**config.mk**
```make
export PLATFORM = sky130hd
export DESIGN_NAME = windowed_watchdog_service
export DESIGN_NICKNAME = d
export VERILOG_FILES = /design/src/hw/wdt_pkg.sv /design/src/hw/windowed_watchdog_service.sv /design/src/hw/level_sync.sv
export SDC_FILE = /design/constraint.sdc
export NUM_CORES = 1
export LEC_CHECK = 0
export ABC_CLOCK_PERIOD_IN_PS = 14000
export BUFFER_PORTS_ARGS = -buffer_cell sky130_fd_sc_hd__buf_2
export CAP_MARGIN = 20
export CELL_PAD_IN_SITES_DETAIL_PLACEMENT = 1
export CELL_PAD_IN_SITES_GLOBAL_PLACEMENT = 1
export CORE_MARGIN = 1.5
export CORE_UTILIZATION = 45
export DETAILED_ROUTE_END_ITERATION = 16
export GPL_TIMING_DRIVEN = 0
export PLACE_DENSITY_LB_ADDON = 0.05
export SLEW_MARGIN = 20
export SYNTH_ARGS = -nofsm -noshare
export SYNTH_HDL_FRONTEND = slang
export SYNTH_SLANG_ARGS = --single-unit
```
**constraint.sdc**
```tcl
create_clock -name pclk -period 14 [get_ports pclk]
set_input_delay 2.1 -clock pclk [delete_from_list [all_inputs] [get_ports pclk]]
set_output_delay 2.1 -clock pclk [all_outputs]
set_load 0.01 [all_outputs]
```
**src/hw/wdt_pkg.sv**
```systemverilog
// Shared constants, states and carriers of the windowed watchdog
package wdt_pkg;

   // Register byte addresses (service register sits at index 0x3F)
   localparam logic [7:0] CTRL_ADDR     = 8'h00;
   localparam logic [7:0] STATE_ADDR    = 8'h04;
   localparam logic [7:0] IRQ_STS_ADDR  = 8'h08;
   localparam logic [7:0] IRQ_MASK_ADDR = 8'h0C;
   localparam logic [7:0] OPTION_ADDR   = 8'h10;
   localparam logic [5:0] SERVICE_IDX   = 6'h3F;
   localparam logic [7:0] SERVICE_ADDR  = {SERVICE_IDX, 2'b00};

   // Control register fields
   localparam int unsigned CTRL_RATE_LSB  = 0;
   localparam int unsigned CTRL_STOP_BIT  = 3;
   localparam int unsigned CTRL_WAIT_BIT  = 4;
   localparam int unsigned CTRL_WIN_BIT   = 7;

   // State register fields (count sits in the low bits)
   localparam int unsigned STATE_WIN_BIT    = 20;
   localparam int unsigned STATE_ARMED_BIT  = 21;
   localparam int unsigned STATE_LOADED_BIT = 22;

   // Interrupt status and mask layout
   localparam int unsigned IRQ_N           = 3;
   localparam int unsigned IRQ_RESTART_BIT = 0;
   localparam int unsigned IRQ_WINDOW_BIT  = 1;
   localparam int unsigned IRQ_RESET_BIT   = 2;

   // Option byte fields
   localparam int unsigned OPT_WIN_BIT = 3;

   // Service keys, rate codes and the option byte location
   localparam logic [7:0]  KEY_FIRST     = 8'h55;
   localparam logic [7:0]  KEY_SECOND    = 8'hAA;
   localparam logic [2:0]  RATE_OFF      = 3'h0;
   localparam logic [2:0]  RATE_LONGEST  = 3'h7;
   localparam logic [23:0] NV_OPT_ADDR   = 24'h03FF0E;

   // Sizes and reset values
   localparam int unsigned CNT_W        = 17;
   localparam int unsigned SYNC_STAGES  = 2;
   localparam logic [7:0]  OPT_RST      = 8'hFF;
   localparam logic [IRQ_N-1:0] MASK_RST = 3'h0;

   typedef enum logic [2:0]
   {
      CFG_IDLE  = 3'b001,
      CFG_FETCH = 3'b010,
      CFG_RUN   = 3'b100
   } cfg_state_e;

   // Pins arriving from outside the pclk domain
   typedef struct packed
   {
      logic ref_clk;
      logic stop_mode;
      logic wait_mode;
      logic secured;
      logic special_mode;
   } mode_pins_s;

   // Whole state of the watchdog top
   typedef struct packed
   {
      cfg_state_e       cfg;
      logic [7:0]       option;
      logic [2:0]       rate;
      logic             window_enable;
      logic             stop_run_bit;
      logic             wait_stop_bit;
      logic [CNT_W-1:0] cnt;
      logic             armed;
      logic             ref_d;
      logic             reset_req;
      logic [IRQ_N-1:0] irq_sts;
      logic [IRQ_N-1:0] irq_mask;
      logic [31:0]      prdata;
   } wdt_state_s;

endpackage

```
**src/hw/windowed_watchdog_service.sv**
```systemverilog
// Windowed watchdog with service key register, APB registers and interrupt
//
// Functional notes
// - Service register always reads zero.
// - Rate 000 disables watchdog; service writes are ignored.
// - Enabled, any service value but 55h or AAh requests reset.
// - 55h then AAh restarts timeout; other accesses between are harmless.
// - Counter reaching selected timeout without service requests reset.
// - Normal mode tolerates repeated 55h or repeated AAh writes.
// - Windowed mode: write in first 75% of period requests reset.
// - Windowed mode: 55h repeatable, AAh after 55h restarts the period.
// - Counter runs on reference clock; three-bit rate picks seven periods.
// - Stop mode halts counter unless stop-run bit is set.
// - Wait mode keeps counter running while wait-stop bit is clear.
// - Secured part in special single-chip mode forces longest rate.
// - Rate and window enable load from option byte after reset.
// - Initial rate is inverse of option byte bits 2:0.
// - Initial window enable is inverse of option byte bit 3.
// - Option byte is fetched from global address 03FF0Eh at reset.
// - Rates 001..111 give 2^6,8,10,12,14,15,16 cycles; 000 disables.
// - Writing nonzero rate enables counter and starts fresh period.
`timescale 1ns/1ps
module windowed_watchdog_service
(
   // Clock and reset
   input  wire logic                 pclk,
   input  wire logic                 presetn,
   // APB slave
   input  wire logic                 psel,
   input  wire logic                 penable,
   input  wire logic                 pwrite,
   input  wire logic [7:0]           paddr,
   input  wire logic [31:0]          pwdata,
   output logic      [31:0]          prdata,
   output logic                      pready,
   output logic                      pslverr,
   // Asynchronous pins: reference clock, power modes, straps
   input  wire wdt_pkg::mode_pins_s  mode_pins,
   // Option byte fetch from nonvolatile memory
   output logic                      nv_req,
   output logic      [23:0]          nv_addr,
   input  wire logic                 nv_ack,
   input  wire logic [7:0]           nv_data,
   // Reset request and interrupt
   output logic                      wd_reset_req,
   output logic                      irq
);

   wdt_pkg::wdt_state_s s_r;
   wdt_pkg::wdt_state_s s_nxt;
   wdt_pkg::mode_pins_s pins_s;

   logic                      setup_ph;
   logic                      wr_acc;
   logic                      addr_hit;
   logic [31:0]               rd_val;
   logic                      enabled;
   logic [4:0]                rate_exp;
   logic [wdt_pkg::CNT_W-1:0] period_last;
   logic [wdt_pkg::CNT_W-1:0] win_start;
   logic [wdt_pkg::CNT_W-1:0] cnt_inc;
   logic                      in_window;
   logic                      tick;
   logic                      frozen;
   logic                      clear_hold;
   logic [7:0]                key;

   // Period arithmetic below is written for a 17-bit count
   generate
      if (wdt_pkg::CNT_W != 17)
      begin : g_bad_width
         $error("watchdog count width must be 17 bits");
      end
   endgenerate

   // Pins pass two flops before any logic looks at them
   level_sync
   #(
      .W      ($bits(wdt_pkg::mode_pins_s)),
      .STAGES (wdt_pkg::SYNC_STAGES)
   )
   u_pin_sync
   (
      .pclk    (pclk),
      .presetn (presetn),
      .din     (mode_pins),
      .dout    (pins_s)
   );

   always_comb
   begin
      case (s_r.rate)
         3'h1:    rate_exp = 5'd6;
         3'h2:    rate_exp = 5'd8;
         3'h3:    rate_exp = 5'd10;
         3'h4:    rate_exp = 5'd12;
         3'h5:    rate_exp = 5'd14;
         3'h6:    rate_exp = 5'd15;
         3'h7:    rate_exp = 5'd16;
         default: rate_exp = 5'd6;
      endcase
   end

   // Period end and window start in reference cycles
   assign period_last = (17'h00001 << rate_exp) - 17'h00001;
   // Window is the last quarter of the period
   assign win_start = (17'h00001 << rate_exp) - (17'h00001 << (rate_exp - 5'd2));
   assign cnt_inc   = s_r.cnt + 17'h00001;
   assign in_window = (s_r.cnt >= win_start);

   // Disabled while rate is 000 or before the option byte is in
   assign enabled = (s_r.rate != wdt_pkg::RATE_OFF) && (s_r.cfg == wdt_pkg::CFG_RUN);

   // One count per rising edge of the synchronised reference clock
   assign tick = pins_s.ref_clk & ~s_r.ref_d;

   // Stop mode freezes the count unless stop-run is set
   assign frozen = pins_s.stop_mode & ~s_r.stop_run_bit;

   // Wait mode with wait-stop set holds the counter cleared
   assign clear_hold = pins_s.wait_mode & s_r.wait_stop_bit;

   assign key      = pwdata[7:0];
   assign setup_ph = psel & ~penable;
   assign wr_acc   = psel & penable & pwrite;

   always_comb
   begin
      case (paddr)
         wdt_pkg::CTRL_ADDR,
         wdt_pkg::STATE_ADDR,
         wdt_pkg::IRQ_STS_ADDR,
         wdt_pkg::IRQ_MASK_ADDR,
         wdt_pkg::OPTION_ADDR,
         wdt_pkg::SERVICE_ADDR: addr_hit = 1'b1;
         default:               addr_hit = 1'b0;
      endcase
   end

   // Read mux, sampled during the setup phase
   always_comb
   begin
      rd_val = 32'h00000000;
      case (paddr)
         wdt_pkg::CTRL_ADDR:
         begin
            rd_val[wdt_pkg::CTRL_RATE_LSB +: 3] = s_r.rate;
            rd_val[wdt_pkg::CTRL_STOP_BIT]      = s_r.stop_run_bit;
            rd_val[wdt_pkg::CTRL_WAIT_BIT]      = s_r.wait_stop_bit;
            rd_val[wdt_pkg::CTRL_WIN_BIT]       = s_r.window_enable;
         end
         wdt_pkg::STATE_ADDR:
         begin
            rd_val[wdt_pkg::CNT_W-1:0]           = s_r.cnt;
            rd_val[wdt_pkg::STATE_WIN_BIT]       = in_window;
            rd_val[wdt_pkg::STATE_ARMED_BIT]     = s_r.armed;
            rd_val[wdt_pkg::STATE_LOADED_BIT]    = (s_r.cfg == wdt_pkg::CFG_RUN);
         end
         wdt_pkg::IRQ_STS_ADDR:  rd_val[wdt_pkg::IRQ_N-1:0] = s_r.irq_sts;
         wdt_pkg::IRQ_MASK_ADDR: rd_val[wdt_pkg::IRQ_N-1:0] = s_r.irq_mask;
         wdt_pkg::OPTION_ADDR:   rd_val[7:0] = s_r.option;
         wdt_pkg::SERVICE_ADDR:  rd_val = 32'h00000000;
         default:                rd_val = 32'h00000000;
      endcase
   end

   always_comb
   begin
      logic [wdt_pkg::IRQ_N-1:0] ev;
      logic [wdt_pkg::IRQ_N-1:0] clr;
      logic                      restart;
      logic                      fire;

      ev      = '0;
      clr     = '0;
      restart = 1'b0;
      fire    = 1'b0;
      s_nxt   = s_r;

      s_nxt.ref_d     = pins_s.ref_clk;
      s_nxt.reset_req = 1'b0;

      if (setup_ph && !pwrite)
         s_nxt.prdata = rd_val;

      // Configuration load after reset release
      case (s_r.cfg)
         wdt_pkg::CFG_IDLE:
         begin
            s_nxt.cfg = wdt_pkg::CFG_FETCH;
         end
         wdt_pkg::CFG_FETCH:
         begin
            // Option byte fetched during the reset sequence
            if (nv_ack)
            begin
               s_nxt.option = nv_data;
               // Rate and window taken from the option byte
               // Rate is the inverted low three bits
               s_nxt.rate = ~nv_data[2:0];
               // Window enable is the inverted bit 3
               s_nxt.window_enable = ~nv_data[wdt_pkg::OPT_WIN_BIT];
               // Secured special single-chip start forces longest rate
               if (pins_s.secured && pins_s.special_mode)
                  s_nxt.rate = wdt_pkg::RATE_LONGEST;
               s_nxt.cnt   = '0;
               s_nxt.armed = 1'b0;
               s_nxt.cfg   = wdt_pkg::CFG_RUN;
            end
         end
         wdt_pkg::CFG_RUN:
         begin
            s_nxt.cfg = wdt_pkg::CFG_RUN;
         end
         default:
         begin
            s_nxt.cfg = wdt_pkg::CFG_IDLE;
         end
      endcase

      // Counting; a clear hold in wait mode beats ticks and the timeout, but not service-write reset requests
      if (enabled)
      begin
         if (clear_hold)
            s_nxt.cnt = '0;
         else if (tick && !frozen)
         begin
            if (s_r.cnt == period_last)
               fire = 1'b1;
            else
            begin
               s_nxt.cnt = cnt_inc;
               if (s_r.window_enable && cnt_inc == win_start)
                  ev[wdt_pkg::IRQ_WINDOW_BIT] = 1'b1;
            end
         end
      end

      if (wr_acc)
      begin
         case (paddr)
            wdt_pkg::CTRL_ADDR:
            begin
               s_nxt.stop_run_bit  = pwdata[wdt_pkg::CTRL_STOP_BIT];
               s_nxt.wait_stop_bit = pwdata[wdt_pkg::CTRL_WAIT_BIT];
               s_nxt.window_enable = pwdata[wdt_pkg::CTRL_WIN_BIT];
               // Nonzero rate enables and restarts; 000 leaves rate alone
               if (pwdata[wdt_pkg::CTRL_RATE_LSB +: 3] != wdt_pkg::RATE_OFF)
               begin
                  s_nxt.rate = pwdata[wdt_pkg::CTRL_RATE_LSB +: 3];
                  restart    = 1'b1;
               end
            end
            wdt_pkg::IRQ_STS_ADDR:  clr = pwdata[wdt_pkg::IRQ_N-1:0];
            wdt_pkg::IRQ_MASK_ADDR: s_nxt.irq_mask = pwdata[wdt_pkg::IRQ_N-1:0];
            wdt_pkg::SERVICE_ADDR:
            begin
               if (enabled)
               begin
                  if (s_r.window_enable && !in_window)
                     fire = 1'b1;
                  // Repeated first keys simply stay armed
                  else if (key == wdt_pkg::KEY_FIRST)
                     s_nxt.armed = 1'b1;
                  else if (key == wdt_pkg::KEY_SECOND)
                  begin
                     // Second key after first key restarts the period
                     // Restart puts the next write before the window
                     if (s_r.armed)
                     begin
                        restart                      = 1'b1;
                        ev[wdt_pkg::IRQ_RESTART_BIT] = 1'b1;
                     end
                  end
                  else
                     fire = 1'b1;
               end
            end
            default:
            begin
               s_nxt.armed = s_r.armed;
            end
         endcase
      end

      if (restart)
      begin
         s_nxt.cnt   = '0;
         s_nxt.armed = 1'b0;
      end

      // One-cycle registered request; count restarts so it fires once
      if (fire)
      begin
         s_nxt.reset_req             = 1'b1;
         s_nxt.cnt                   = '0;
         s_nxt.armed                 = 1'b0;
         ev[wdt_pkg::IRQ_RESET_BIT]  = 1'b1;
      end

      // A new event beats a software clear in the same cycle
      s_nxt.irq_sts = (s_r.irq_sts & ~clr) | ev;
   end

   always_ff @(posedge pclk or negedge presetn)
   begin
      if (!presetn)
      begin
         s_r.cfg           <= wdt_pkg::CFG_IDLE;
         s_r.option        <= wdt_pkg::OPT_RST;
         s_r.rate          <= wdt_pkg::RATE_OFF;
         s_r.window_enable <= 1'b0;
         s_r.stop_run_bit  <= 1'b0;
         s_r.wait_stop_bit <= 1'b0;
         s_r.cnt           <= '0;
         s_r.armed         <= 1'b0;
         s_r.ref_d         <= 1'b0;
         s_r.reset_req     <= 1'b0;
         s_r.irq_sts       <= '0;
         s_r.irq_mask      <= wdt_pkg::MASK_RST;
         s_r.prdata        <= 32'h00000000;
      end
      else
         s_r <= s_nxt;
   end

   // Zero wait states keep the service path deterministic for software
   assign pready       = 1'b1;
   assign pslverr      = psel & penable & ~addr_hit;
   assign prdata       = s_r.prdata;
   assign nv_req       = (s_r.cfg == wdt_pkg::CFG_FETCH);
   assign nv_addr      = wdt_pkg::NV_OPT_ADDR;
   assign wd_reset_req = s_r.reset_req;
   assign irq          = |(s_r.irq_sts & s_r.irq_mask);

endmodule

```
**src/hw/level_sync.sv**
```systemverilog
// Multi-bit two-stage level synchroniser for asynchronous pins
`timescale 1ns/1ps
module level_sync
#(
   parameter int unsigned W      = 1,
   parameter int unsigned STAGES = 2
)
(
   // Clock and reset
   input  wire logic         pclk,
   input  wire logic         presetn,
   // Raw and synchronised levels
   input  wire logic [W-1:0] din,
   output logic      [W-1:0] dout
);

   logic [STAGES*W-1:0] chain_r;
   logic [STAGES*W-1:0] chain_nxt;

   generate
      if (W < 1 || STAGES < 2)
      begin : g_bad
         $error("level_sync needs W >= 1 and STAGES >= 2");
      end
   endgenerate

   // Only the last stage is visible; earlier stages feed the next stage only
   always_comb
   begin
      chain_nxt = {chain_r[(STAGES-1)*W-1:0], din};
   end

   always_ff @(posedge pclk or negedge presetn)
   begin
      if (!presetn)
         chain_r <= '0;
      else
         chain_r <= chain_nxt;
   end

   assign dout = chain_r[STAGES*W-1 -: W];

endmodule

```
Word-level counts from Yosys, hierarchy flattened. Index checks and enable logic that the tools add are counted. Widths: inputs -> output; s select.

Register bits: 73.

Add/subtract/negate cells: 4. Order comparisons: 1. Equal/unequal tests: 20. Shifts and indexed selects: 2. Mux-type cells: 56. Bitwise logic cells: 17. Reductions and logical operators: 18.

Operators by type and width (number): $mux 18 (4); $mux 17 (4); $eq 17x17->1 (2); $shl 1x5->17 const A (2); $mux 1 (30); $pmux 5 s6 (1); $add 17x1->17 const B (1); $ge 17x17->1 (1); $sub 17x1->17 const B (1); $sub 17x17->17 (1); $eq 8x4->1 const B (2); $eq 8x8->1 const B (2); $eq 3x3->1 const B (5); $mux 15 (1); $mux 3 (5); $pmux 3 s5 (1); $mux 6 (2); $eq 3x2->1 const B (3); $mux 9 (1); $pmux 3 s3 (1); $eq 8x3->1 const B (1); $eq 8x5->1 const B (1); $eq 8x7->1 const B (1); $logic_not 8->1 (1); other kinds (20) (44).

Logic depth before layout (Yosys ltp). Gate-level depths: netlist (run 1).

Depth in word-level cells: 17. Depth in mapped cells: 30. Depth with buffers taken out: 26.

Cells and area by module. A second synthesis (run 1) with hierarchy kept.

Cell total of the unflattened synthesis: 820. Area total of the unflattened synthesis: 6543.8 um^2.

Modules (own cells, without submodules): windowed_watchdog_service (times used 1, cells each 805, area each 6256.0 um^2); level_sync (times used 1, cells each 15, area each 287.8 um^2).

Least setup slack after synthesis (run 1). OpenSTA, ideal clock, no wires.

Path kind: reg-to-reg. Start: register s_r[63] (netlist name). End: register s_r[41] (netlist name). Setup time: 0.121 ns. Arrival: 5.448 ns. Required time: 13.879 ns. Slack: 8.431 ns. Stages on the path, launching flop included: 28. Path through: dfrtp_1 -> buf_2 -> buf_2 -> xor2_1 -> nand2b_1 -> nand2_1 -> ha_1 -> clkbuf_1 -> a31oi_1 -> nor2b_1 -> ha_1 -> inv_1 -> fa_1 -> a211o_1 -> a221o_1 -> o21bai_1 -> and2_1 -> xor2_1 -> ha_1 -> a21o_1 -> a21o_1 -> a221oi_1 -> o21a_1 -> nand3_1 -> a2111o_1 -> nand3_1 -> buf_2 -> nor2_1.

RTL lines: from (decl) (RTL line windowed_watchdog_service.sv:49) `wdt_pkg::wdt_state_s s_r;`; from (signal assigned) (RTL line windowed_watchdog_service.sv:324) `s_r <= s_nxt;`.

==> metrics.md, run 1 <==
| Metric | Value |
|---|---|
| Max-cap violations | 0 |
| Share of power burned in registers | 19.2% |
| Worst Hold Class | flop to flop |
| Worst slew margin | 32.7% |
| TritonCTS Buffers | 9 |
| Synthesized area | 6610 um2 |
| Crit path DAT | 7590 ps |
| Number of setup buffers added after CTS | 0 |
| M3 GR Usage | 4.26% |
| DRT antenna net count | 0 |
| Crit-path max cell delay | 460 ps |
| DRT iter0 DRCs | 448 |
| Worst-case vdd ir drop | 92.9 uV |
| FMAX | 136 MHz |
| Final WS setup | 6630 ps |
| Worst reg2reg path depth | 27 |
| Setup TNS | 0 ps |
| CP Data Required Time | 14,210 ps |
| Layout fillers | 1,849 |
| Sw Pwr | 634 uW |
| Cts repair resizes | 0 |
| Total GRT Usage | 28.1% |
| Ports | 120 |
| Total via count in the routed design | 6,303 |
| Fin crit share | 52.7% |
| Crit path kind | flop to flop |
| Top Usage Layer GRT | met2 |
| Clock power share | 18.8% |
| Drt pass-1 iters | 5 |
| Clock-pin transition on the worst setup and hold timing paths | 60 ps |
| Number of global-route vias before repair | 6,224 |
| Seq/Total Area, Yosys | 27.8% |
| Die area | 15,400 um2 |
| PortBufs | 58 |
| R2R Setup Slk | 6630 ps |
| Avg Cell Area, Syn | 8.09 um2 |
| P&R area growth vs syn | 16.3% |
| Die width | 124 um |
| Initial Util | 45.8% |
| CP startpoint kind | flop |
| # DRC | 0 |
| CP Capture Type | flop |
| Worst slew pin tran | 1010 ps |
| CP max FO | 10 |
| Area of the core | 14,400 um2 |
| Nets@finish | 1,035 |
| Routed WL | 21,100 um |
| CTS tree | built |
| Top post-synthesis cells by area | dfrtp_1 (24%), ha_1 (6.8%), buf_4 (6.5%), nand2_1 (6.4%), xnor2_1 (3.7%) |
| Max Buffers Root-to-Sink | 2 |
| Fraction of registers with async set/reset | 100% |
| Average routed wire per standard cell | 18.7 um |
| Worst skew pair latency | 340 ps |
| Synthesized instance count | 817 |
| RD Place Congestion | 0.887 |
| Ant. Diodes | 0 |
| Comb pwr share | 62.0% |
| Initial antenna violation count | 0 |
| Outcome | completed |
| Root buffer cell | clkbuf_16 |
| Pre-CTS WS | 6800 ps |
| Reg-to-reg endpoint | s_r[41] |
| Post-synth EDFFs | 0 |
| Most frequent cells in the layout | nand2_1 (113), buf_2 (78), dfrtp_1 (64), nor2_1 (58), buf_4 (58) |
| Final count of pins violating max slew | 0 |
| GR met1 Demand/Resource | 38.8% |
| Crit. Startpoint | s_r[63] |
| Vias per cell | 5.59 |
| Fin crit period | 7370 ps |
| Int Pwr | 764 uW |
| CP max stage cell | dfrtp_1 |
| Met2 usage | 45.7% |
| Layout cells sized above 1 | 19.7% |
| Post-DP HPWL | 16,900 um |
| Clock sink count | 73 |
| Synthesis-stage register bit count | 73 |
| Gr ovfl total | 0 |
| Worst r2r src | s_r[63] |
| Power per Cell Area | 182 nW/um2 |
| Post-route cell area | 7690 um2 |
| Unrepaired setup endpoints after global routing | no |
| Pin count of the biggest net entering global routing | 42 |
| Ys Warns | 0 |
| H-tree Lvls | 3 |
| Final Skew | 12.8 ps |
| Placed Instance Area | 7340 um2 |
| Hold slack | 353 ps |
| LEAKAGE | 0.00357 uW |
| Sw Ratio | 45.3% |
| Post-layout util | 53.3% |
| Die Span Y | 124 um |
| Post-synthesis cell type count | 75 |
| Endpoints failing setup | 0 |
| Area share of the largest cell type after synthesis | 24.2% |
| Cell taking the most area after synthesis | dfrtp_1 |
| First-pass GRT wire length | 32,900 um |
| Top_reg_cell synth | dfrtp_1 |
| Hold Fails Final Rpt | 0 |
| Setup crit end | s_r[41] |
| Post-CTS Hold Buffers | 0 |
| Most common cell after layout, fill and taps aside | nand2_1 |
| Rows | 44 |
-- cells in the mapped netlist (all sizes together), types with 6 or more instances --
cell	instances
mux2i	12
nand3	28
ha	36
dfrtp	64
o31ai	6
clkbuf	24
a21o	11
nand3b	11
nor3b	11
o21ai	46
inv	17
mux2	7
xor2	13
a221oi	6
nand4	11
or3	6
xnor2	29
dfstp	9
nor4	11
o22ai	6
and2	7
nor3	19
and3	12
buf	81
a31oi	16
nor2	58
a21oi	37
nand2b	15
or2	6
o21a	11
nor2b	16
nand2	113
-- flip-flops by register name, summed over array words and instances, names as in the netlist --
signal,count
prdata,20
s_r,42
u_pin_sync.chain_r,10
wd_reset_req,1
-- worst min-delay path by stage --
| stage | startpoint | to | slack [ps] | cells past startpoint |
|---|---|---|---|---|
| after detailed placement | u_pin_sync.chain_r[2] | u_pin_sync.chain_r[7] | 340 | 0 |
| after CTS | u_pin_sync.chain_r[2] | u_pin_sync.chain_r[7] | 350 | 0 |
| after global routing | u_pin_sync.chain_r[2] | u_pin_sync.chain_r[7] | 360 | 0 |
| after global placement | u_pin_sync.chain_r[1] | u_pin_sync.chain_r[6] | 340 | 0 |
| final | u_pin_sync.chain_r[2] | u_pin_sync.chain_r[7] | 350 | 0 |
| after floorplan | u_pin_sync.chain_r[0] | u_pin_sync.chain_r[5] | 330 | 0 |
-- metrics by stage --
| stage | total power, uW | std cells |
|---|---|---|
| 4_1_cts | 1390 | 1128 |
| 3_3_place_gp | 1080 | 1111 |
| 2_1_floorplan | 899 | 869 |
| 6_report | 1400 | 1128 |
| 3_5_place_dp | 1120 | 1112 |
| 5_1_grt | 1500 | 1128 |
-- cell type report --
class / instances / area (um2) / share of cell area [%]
clock inverters: 6 / 97.6 / 1.27
plain buffers: 105 / 649 / 8.45
inverters: 17 / 63.8 / 0.830
multi-input cells: 674 / 4260 / 55.4
repair buffers: 59 / 313 / 4.07
well taps: 184 / 230 / 3.00
flip-flops and latches: 73 / 1840 / 23.9
clock buffers: 10 / 239 / 3.11
-- logic make-up (layout without fill, tap and decap cells) --
logic type                 Yosys count  in the layout  share of synthesized area (%)
muxes                               19             19                           3.01
and+or+nand+nor                    340            340                           26.3
AOI/OAI and AO/OA                  178            178                           17.8
other                                2             54                          0.114
adders and majority gates           37             37                           7.12
xor gates and xnor gates            46             46                           7.05
buffers and inverters              122            197                           10.8
DFF                                 73             73                           27.8
-- worst max-delay path: cells and delay by family, from the launching register on --
family          cells  cell delay (ps)
fa+ha+maj           4             1030
xor+xnor            2              570
compound gates      9             2520
buf+inv             5             1350
simple gates        7             1300
flops               1              460
-- power groups by stage --
| stage | Combinational, uW | Clock [uW] | Sequential [uW] |
|---|---|---|---|
| 6_report | 866 | 263 | 268 |
| 3_3_place_gp | 809 | 0 | 269 |
| 5_1_grt | 955 | 277 | 271 |
| 4_1_cts | 853 | 268 | 267 |
| 2_1_floorplan | 638 | 0 | 261 |
| 3_5_place_dp | 847 | 0 | 271 |
-- metal layers --
layer  wire length (um)  part of all wire (%)
met4                444                   2.1
met2               9810                    46
met1               9850                    47
met3               1010                   4.8
met5                  0                     0
(Power assumes the default switching activity.)
==> inputs of run 2 (changes only) <==
--- a/config.mk
+++ b/config.mk
@@ -5,13 +5,13 @@
 export SDC_FILE = /design/constraint.sdc
 export NUM_CORES = 1
 export LEC_CHECK = 0
-export ABC_CLOCK_PERIOD_IN_PS = 14000
+export ABC_CLOCK_PERIOD_IN_PS = 6840
 export BUFFER_PORTS_ARGS = -buffer_cell sky130_fd_sc_hd__buf_2
 export CAP_MARGIN = 20
 export CELL_PAD_IN_SITES_DETAIL_PLACEMENT = 1
 export CELL_PAD_IN_SITES_GLOBAL_PLACEMENT = 1
 export CORE_MARGIN = 1.5
-export CORE_UTILIZATION = 45
+export CORE_UTILIZATION = 42
 export DETAILED_ROUTE_END_ITERATION = 16
 export GPL_TIMING_DRIVEN = 0
 export PLACE_DENSITY_LB_ADDON = 0.05
==> constraint.sdc (replaced) <==
create_clock -name pclk -period 6.84 [get_ports pclk]
set_input_delay 1.026 -clock pclk [delete_from_list [all_inputs] [get_ports pclk]]
set_output_delay 1.026 -clock pclk [all_outputs]
set_load 0.01 [all_outputs]
==> metrics.md, run 2 (synthesized netlist as in run 1, its figures left out) <==
| Metric | Value |
|---|---|
| Biggest register | s_r |
| Post-DP HPWL | 17,200 um |
| P&R area growth vs syn | 17.0% |
| R2R Setup Slk | 420 ps |
| Die Span Y | 128 um |
| Largest register FFs | 42 |
| Nets@finish | 1,032 |
| Pin count of the biggest net entering global routing | 39 |
| CP Data Required Time | 7060 ps |
| Gr ovfl total | 0 |
| Ant. Diodes | 0 |
| Worst Hold Class | flop to flop |
| Clock sink count | 73 |
| Worst-case vdd ir drop | 195 uV |
| RD Place Congestion | 0.952 |
| Layout cells sized above 1 | 20.5% |
| Initial antenna violation count | 0 |
| CP startpoint kind | flop |
| Drt pass-1 iters | 5 |
| Sw Pwr | 1290 uW |
| Total via count in the routed design | 6,355 |
| TritonCTS Buffers | 9 |
| Worst skew pair latency | 340 ps |
| Max-cap violations | 0 |
| Int Pwr | 1540 uW |
| DRT iter0 DRCs | 371 |
| Final count of pins violating max slew | 0 |
| Crit path DAT | 6640 ps |
| Outcome | completed |
| Vias per cell | 5.52 |
| Worst slew pin tran | 1080 ps |
| Fin crit period | 6420 ps |
| Ports | 120 |
| Clock-pin transition on the worst setup and hold timing paths | 70 ps |
| Area of the core | 15,300 um2 |
| Total GRT Usage | 27.1% |
| Initial Util | 43.3% |
| Rows | 45 |
| Most frequent cells in the layout | nand2_1 (113), buf_2 (75), dfrtp_1 (64), nor2_1 (58), buf_4 (58) |
| Die width | 128 um |
| CTS tree | built |
| Final Skew | 6.92 ps |
| Die area | 16,500 um2 |
| H-tree Lvls | 3 |
| Average routed wire per standard cell | 18.6 um |
| Share of power burned in registers | 19.3% |
| Comb pwr share | 62.9% |
| Worst slew margin | 27.6% |
| DRT antenna net count | 0 |
| Most common cell after layout, fill and taps aside | nand2_1 |
| Max Buffers Root-to-Sink | 2 |
| LEAKAGE | 0.00356 uW |
| Crit path kind | flop to flop |
| Root buffer cell | clkbuf_16 |
| Post-layout util | 50.6% |
| Sw Ratio | 45.5% |
| Endpoints failing setup | 0 |
| CP max FO | 10 |
| FMAX | 156 MHz |
| Fin cells | 1,152 |
| Clock power share | 17.8% |
| Power per Cell Area | 366 nW/um2 |
| # DRC | 0 |
| Routed WL | 21,500 um |
| Number of global-route vias before repair | 6,492 |
| PortBufs | 58 |
| Top Registers | s_r (42), prdata (20), u_pin_sync.chain_r (10) |
| Hold Fails Final Rpt | 0 |
| Fin crit share | 93.8% |
| Placed Cells | 1,139 |
| First-pass GRT wire length | 34,700 um |
| CP Capture Type | flop |
-- run 2: worst paths after layout --
check | from | cells past startpoint | endpoint
worst min register to register | u_pin_sync.chain_r[1] | 0 | u_pin_sync.chain_r[6]
max in group asynchronous | presetn | 2 | s_r[64]
worst max-delay path | s_r[63] | 26 | s_r[52]
min in group asynchronous | presetn | 1 | s_r[57]
worst max register to register | s_r[63] | 26 | s_r[52]
worst min-delay path | u_pin_sync.chain_r[1] | 0 | u_pin_sync.chain_r[6]
-- run 2: area by class of cell --
cell class,count,area [um2]
Sequential cell,73,1840
Inverter,17,63.8
Tap cell,211,264
Clock inverter,6,72.6
Clock buffer,10,239
Timing Repair Buffer,59,313
Buffer,102,646
Multi-Input combinational cell,674,4290
Fill cell,1899,7530
-- run 2: worst max-delay path: stages (launching register included) --
cell,delay (ps)
dfrtp_1,400
buf_2,230
clkbuf_4,280
xor2_2,200
nand2b_1,110
nand2_1,90
ha_2,290
a31oi_1,140
nor2b_1,170
ha_1,180
inv_1,50
fa_1,400
a211o_1,290
a221o_1,420
o21bai_2,210
and2_1,240
xor2_1,180
ha_1,270
a21o_1,190
a21o_1,170
a221oi_1,310
o21a_1,260
nand3_2,160
a2111o_1,440
nand3_2,220
clkbuf_4,290
a31oi_1,70
-- run 2: routing by layer --
layer,GRT usage [%],up-vias,wire (um)
met3,3.78,21,920
met1,37.7,3136,10200
li1,-,3038,-
met5,0,-,0
met2,45.2,160,10200
met4,5.62,0,209
-- run 2: what timing repair did --
action                                  CTS  global route
buffers inserted                          0             0
gates resized for setup                   2             8
endpoints found under the setup margin   10            19
hold buffers                              0             0
-- run 2: through the flow --
step	power, uW	setup TNS (ps)	hold WS, ps	setup slack (ps)	instance area [um2]
global placement	2180	-432	332	-51.0	7360
finish	2830	0	348	423	7730
detailed placement	2270	-1830	336	-196	7380
CTS	2790	0	351	110	7700
global route	3040	-25.0	363	-9.33	7730
floorplan	1840	0	331	1270	6800
-- run 2: power groups by stage --
stage | clock, uW | combinational (uW) | sequential, uW
finish | 504 | 1780 | 546
detailed placement | 0 | 1720 | 551
floorplan | 0 | 1310 | 535
global route | 531 | 1960 | 553
global placement | 0 | 1630 | 549
CTS | 511 | 1740 | 545
==> inputs of run 3 (changes only) <==
--- a/config.mk
+++ b/config.mk
@@ -15,6 +15,7 @@
 export DETAILED_ROUTE_END_ITERATION = 16
 export GPL_TIMING_DRIVEN = 0
 export PLACE_DENSITY_LB_ADDON = 0.05
+export RECOVER_POWER = 50
 export SLEW_MARGIN = 20
 export SYNTH_ARGS = -nofsm -noshare
 export SYNTH_HDL_FRONTEND = slang
==> metrics.md, run 3 (synthesized netlist as in run 1, its figures left out) <==
| Metric | Value |
|---|---|
| Hold_sp | u_pin_sync.chain_r[1] |
| Layout fillers | 1,902 |
| Final count of pins violating max slew | 76 |
| Number of setup buffers added after CTS | 0 |
| Placed Instance Area | 7380 um2 |
| Fin crit period | 6430 ps |
| H-tree Lvls | 3 |
| Failing checks | max-capacitance violations, max-slew violations |
| R2R Setup Slk | 410 ps |
| CP Data Required Time | 7060 ps |
| RD Place Congestion | 0.952 |
| Hold Fails Final Rpt | 0 |
| Top Registers | s_r (42), prdata (20), u_pin_sync.chain_r (10) |
| Ant. Diodes | 0 |
| Most frequent cells in the layout | nand2_1 (113), buf_2 (74), dfrtp_1 (64), nor2_1 (58), buf_4 (57) |
| FMAX | 155 MHz |
| Worst path bufs/invs | 4 |
| Average routed wire per standard cell | 18.6 um |
| Initial antenna violation count | 0 |
| LEAKAGE | 0.00355 uW |
| Fin crit share | 94.1% |
| Initial Util | 43.3% |
| Crit path DAT | 6650 ps |
| Crit path kind | flop to flop |
| Outcome | finished, violations left |
| First-pass GRT wire length | 34,700 um |
| Reg-to-reg endpoint | s_r[52] |
| P&R area growth vs syn | 16.6% |
| Post-CTS Hold Buffers | 0 |
| CP max FO | 10 |
| Worst slew margin | -40.1% |
| Worst slew pin tran | 2100 ps |
| Worst r2r src | s_r[63] |
| Worst-case vdd ir drop | 195 uV |
| Post-DP HPWL | 17,200 um |
| Endpoints failing setup | 0 |
| Ports | 120 |
| Root buffer cell | clkbuf_16 |
| Final Skew | 6.71 ps |
| Total GRT Usage | 27.1% |
| Worst Hold Class | flop to flop |
| Die width | 128 um |
| Total via count in the routed design | 6,314 |
| Power per Cell Area | 366 nW/um2 |
| Routed WL | 21,500 um |
| DRT antenna net count | 0 |
| DRT iter0 DRCs | 346 |
| Die area | 16,500 um2 |
| CP max stage cell | a2111o_1 |
| Post-layout util | 50.5% |
| Max-cap violations | 2 |
| Most common cell after layout, fill and taps aside | nand2_1 |
| PortBufs | 58 |
| TritonCTS Buffers | 9 |
| Layout cells sized above 1 | 20.2% |
| Worst skew pair latency | 340 ps |
| CP delay by family, top | compound AO/OA/AOI/OAI gates |
| Rows | 45 |
| Largest register FFs | 42 |
| Drt pass-1 iters | 4 |
| Biggest register | s_r |
| Hold path cells | 0 |
| Area of the core | 15,300 um2 |
| Post-route cell area | 7700 um2 |
| Hold EP | u_pin_sync.chain_r[6] |
| Clock-pin transition on the worst setup and hold timing paths | 70 ps |
| Die Span Y | 128 um |
| Gr ovfl total | 0 |
| CP Capture Type | flop |
| Worst reg2reg path depth | 26 |
| Nets@finish | 1,032 |
| CP startpoint kind | flop |
| Vias per cell | 5.48 |
| Hold slack | 348 ps |
| Number of global-route vias before repair | 6,492 |
| Max Buffers Root-to-Sink | 2 |
| Crit-path max cell delay | 430 ps |
| Clock sink count | 73 |
| Pin count of the biggest net entering global routing | 39 |
| CTS tree | built |
| # DRC | 0 |
==> run 3: area by class of cell <==
type	instances	area, um2	share of cell area [%]
Buffer	102	646	8.38
Clock buffer	10	239	3.10
Clock inverter	6	72.6	0.942
Inverter	17	63.8	0.828
Multi-Input combinational cell	674	4290	55.7
Sequential cell	73	1840	23.9
Tap cell	211	264	3.43
Timing Repair Buffer	59	292	3.78
==> run 3: metal layers <==
metal	routed length, um	vias up	GRT usage [%]
met5	0	-	0
li1	-	3036	-
met4	189	0	5.62
met2	10200	140	45.2
met1	10200	3121	37.7
met3	848	17	3.78
==> run 3: how the worst max path moves through the flow <==
stage / slack [ps] / from / depth (start not counted) / to
detailed placement: -200 / s_r[61] / 28 / s_r[46]
CTS: 110 / s_r[63] / 26 / s_r[54]
floorplan: 1270 / s_r[63] / 27 / s_r[41]
finish: 410 / s_r[63] / 26 / s_r[52]
global placement: -50 / s_r[61] / 24 / s_r[41]
global route: -9 / s_r[63] / 26 / s_r[54]
==> run 3: where the power goes <==
group | leakage (uW) | switching, uW | internal (uW)
logic | 0.00246 | 1040 | 739
registers | 0.000942 | 43.1 | 501
clock network | 0.000150 | 206 | 297
total | 0.00355 | 1280 | 1540
==> run 3: through the flow <==
| stage | total power [uW] | std cells | setup TNS, ps | setup slack (ps) |
|---|---|---|---|---|
| 3_5_place_dp | 2270 | 1139 | -1830 | -196 |
| 4_1_cts | 2790 | 1154 | 0 | 110 |
| 3_3_place_gp | 2180 | 1138 | -432 | -51.0 |
| 6_report | 2820 | 1152 | 0 | 405 |
| 2_1_floorplan | 1840 | 869 | 0 | 1270 |
| 5_1_grt | 3040 | 1152 | -25.0 | -9.33 |
==> run 3: what timing repair did <==
item	in CTS	in global routing
pin swaps	0	0
cloned	0	0
resized for setup	2	8
endpoints found under the setup margin	10	19
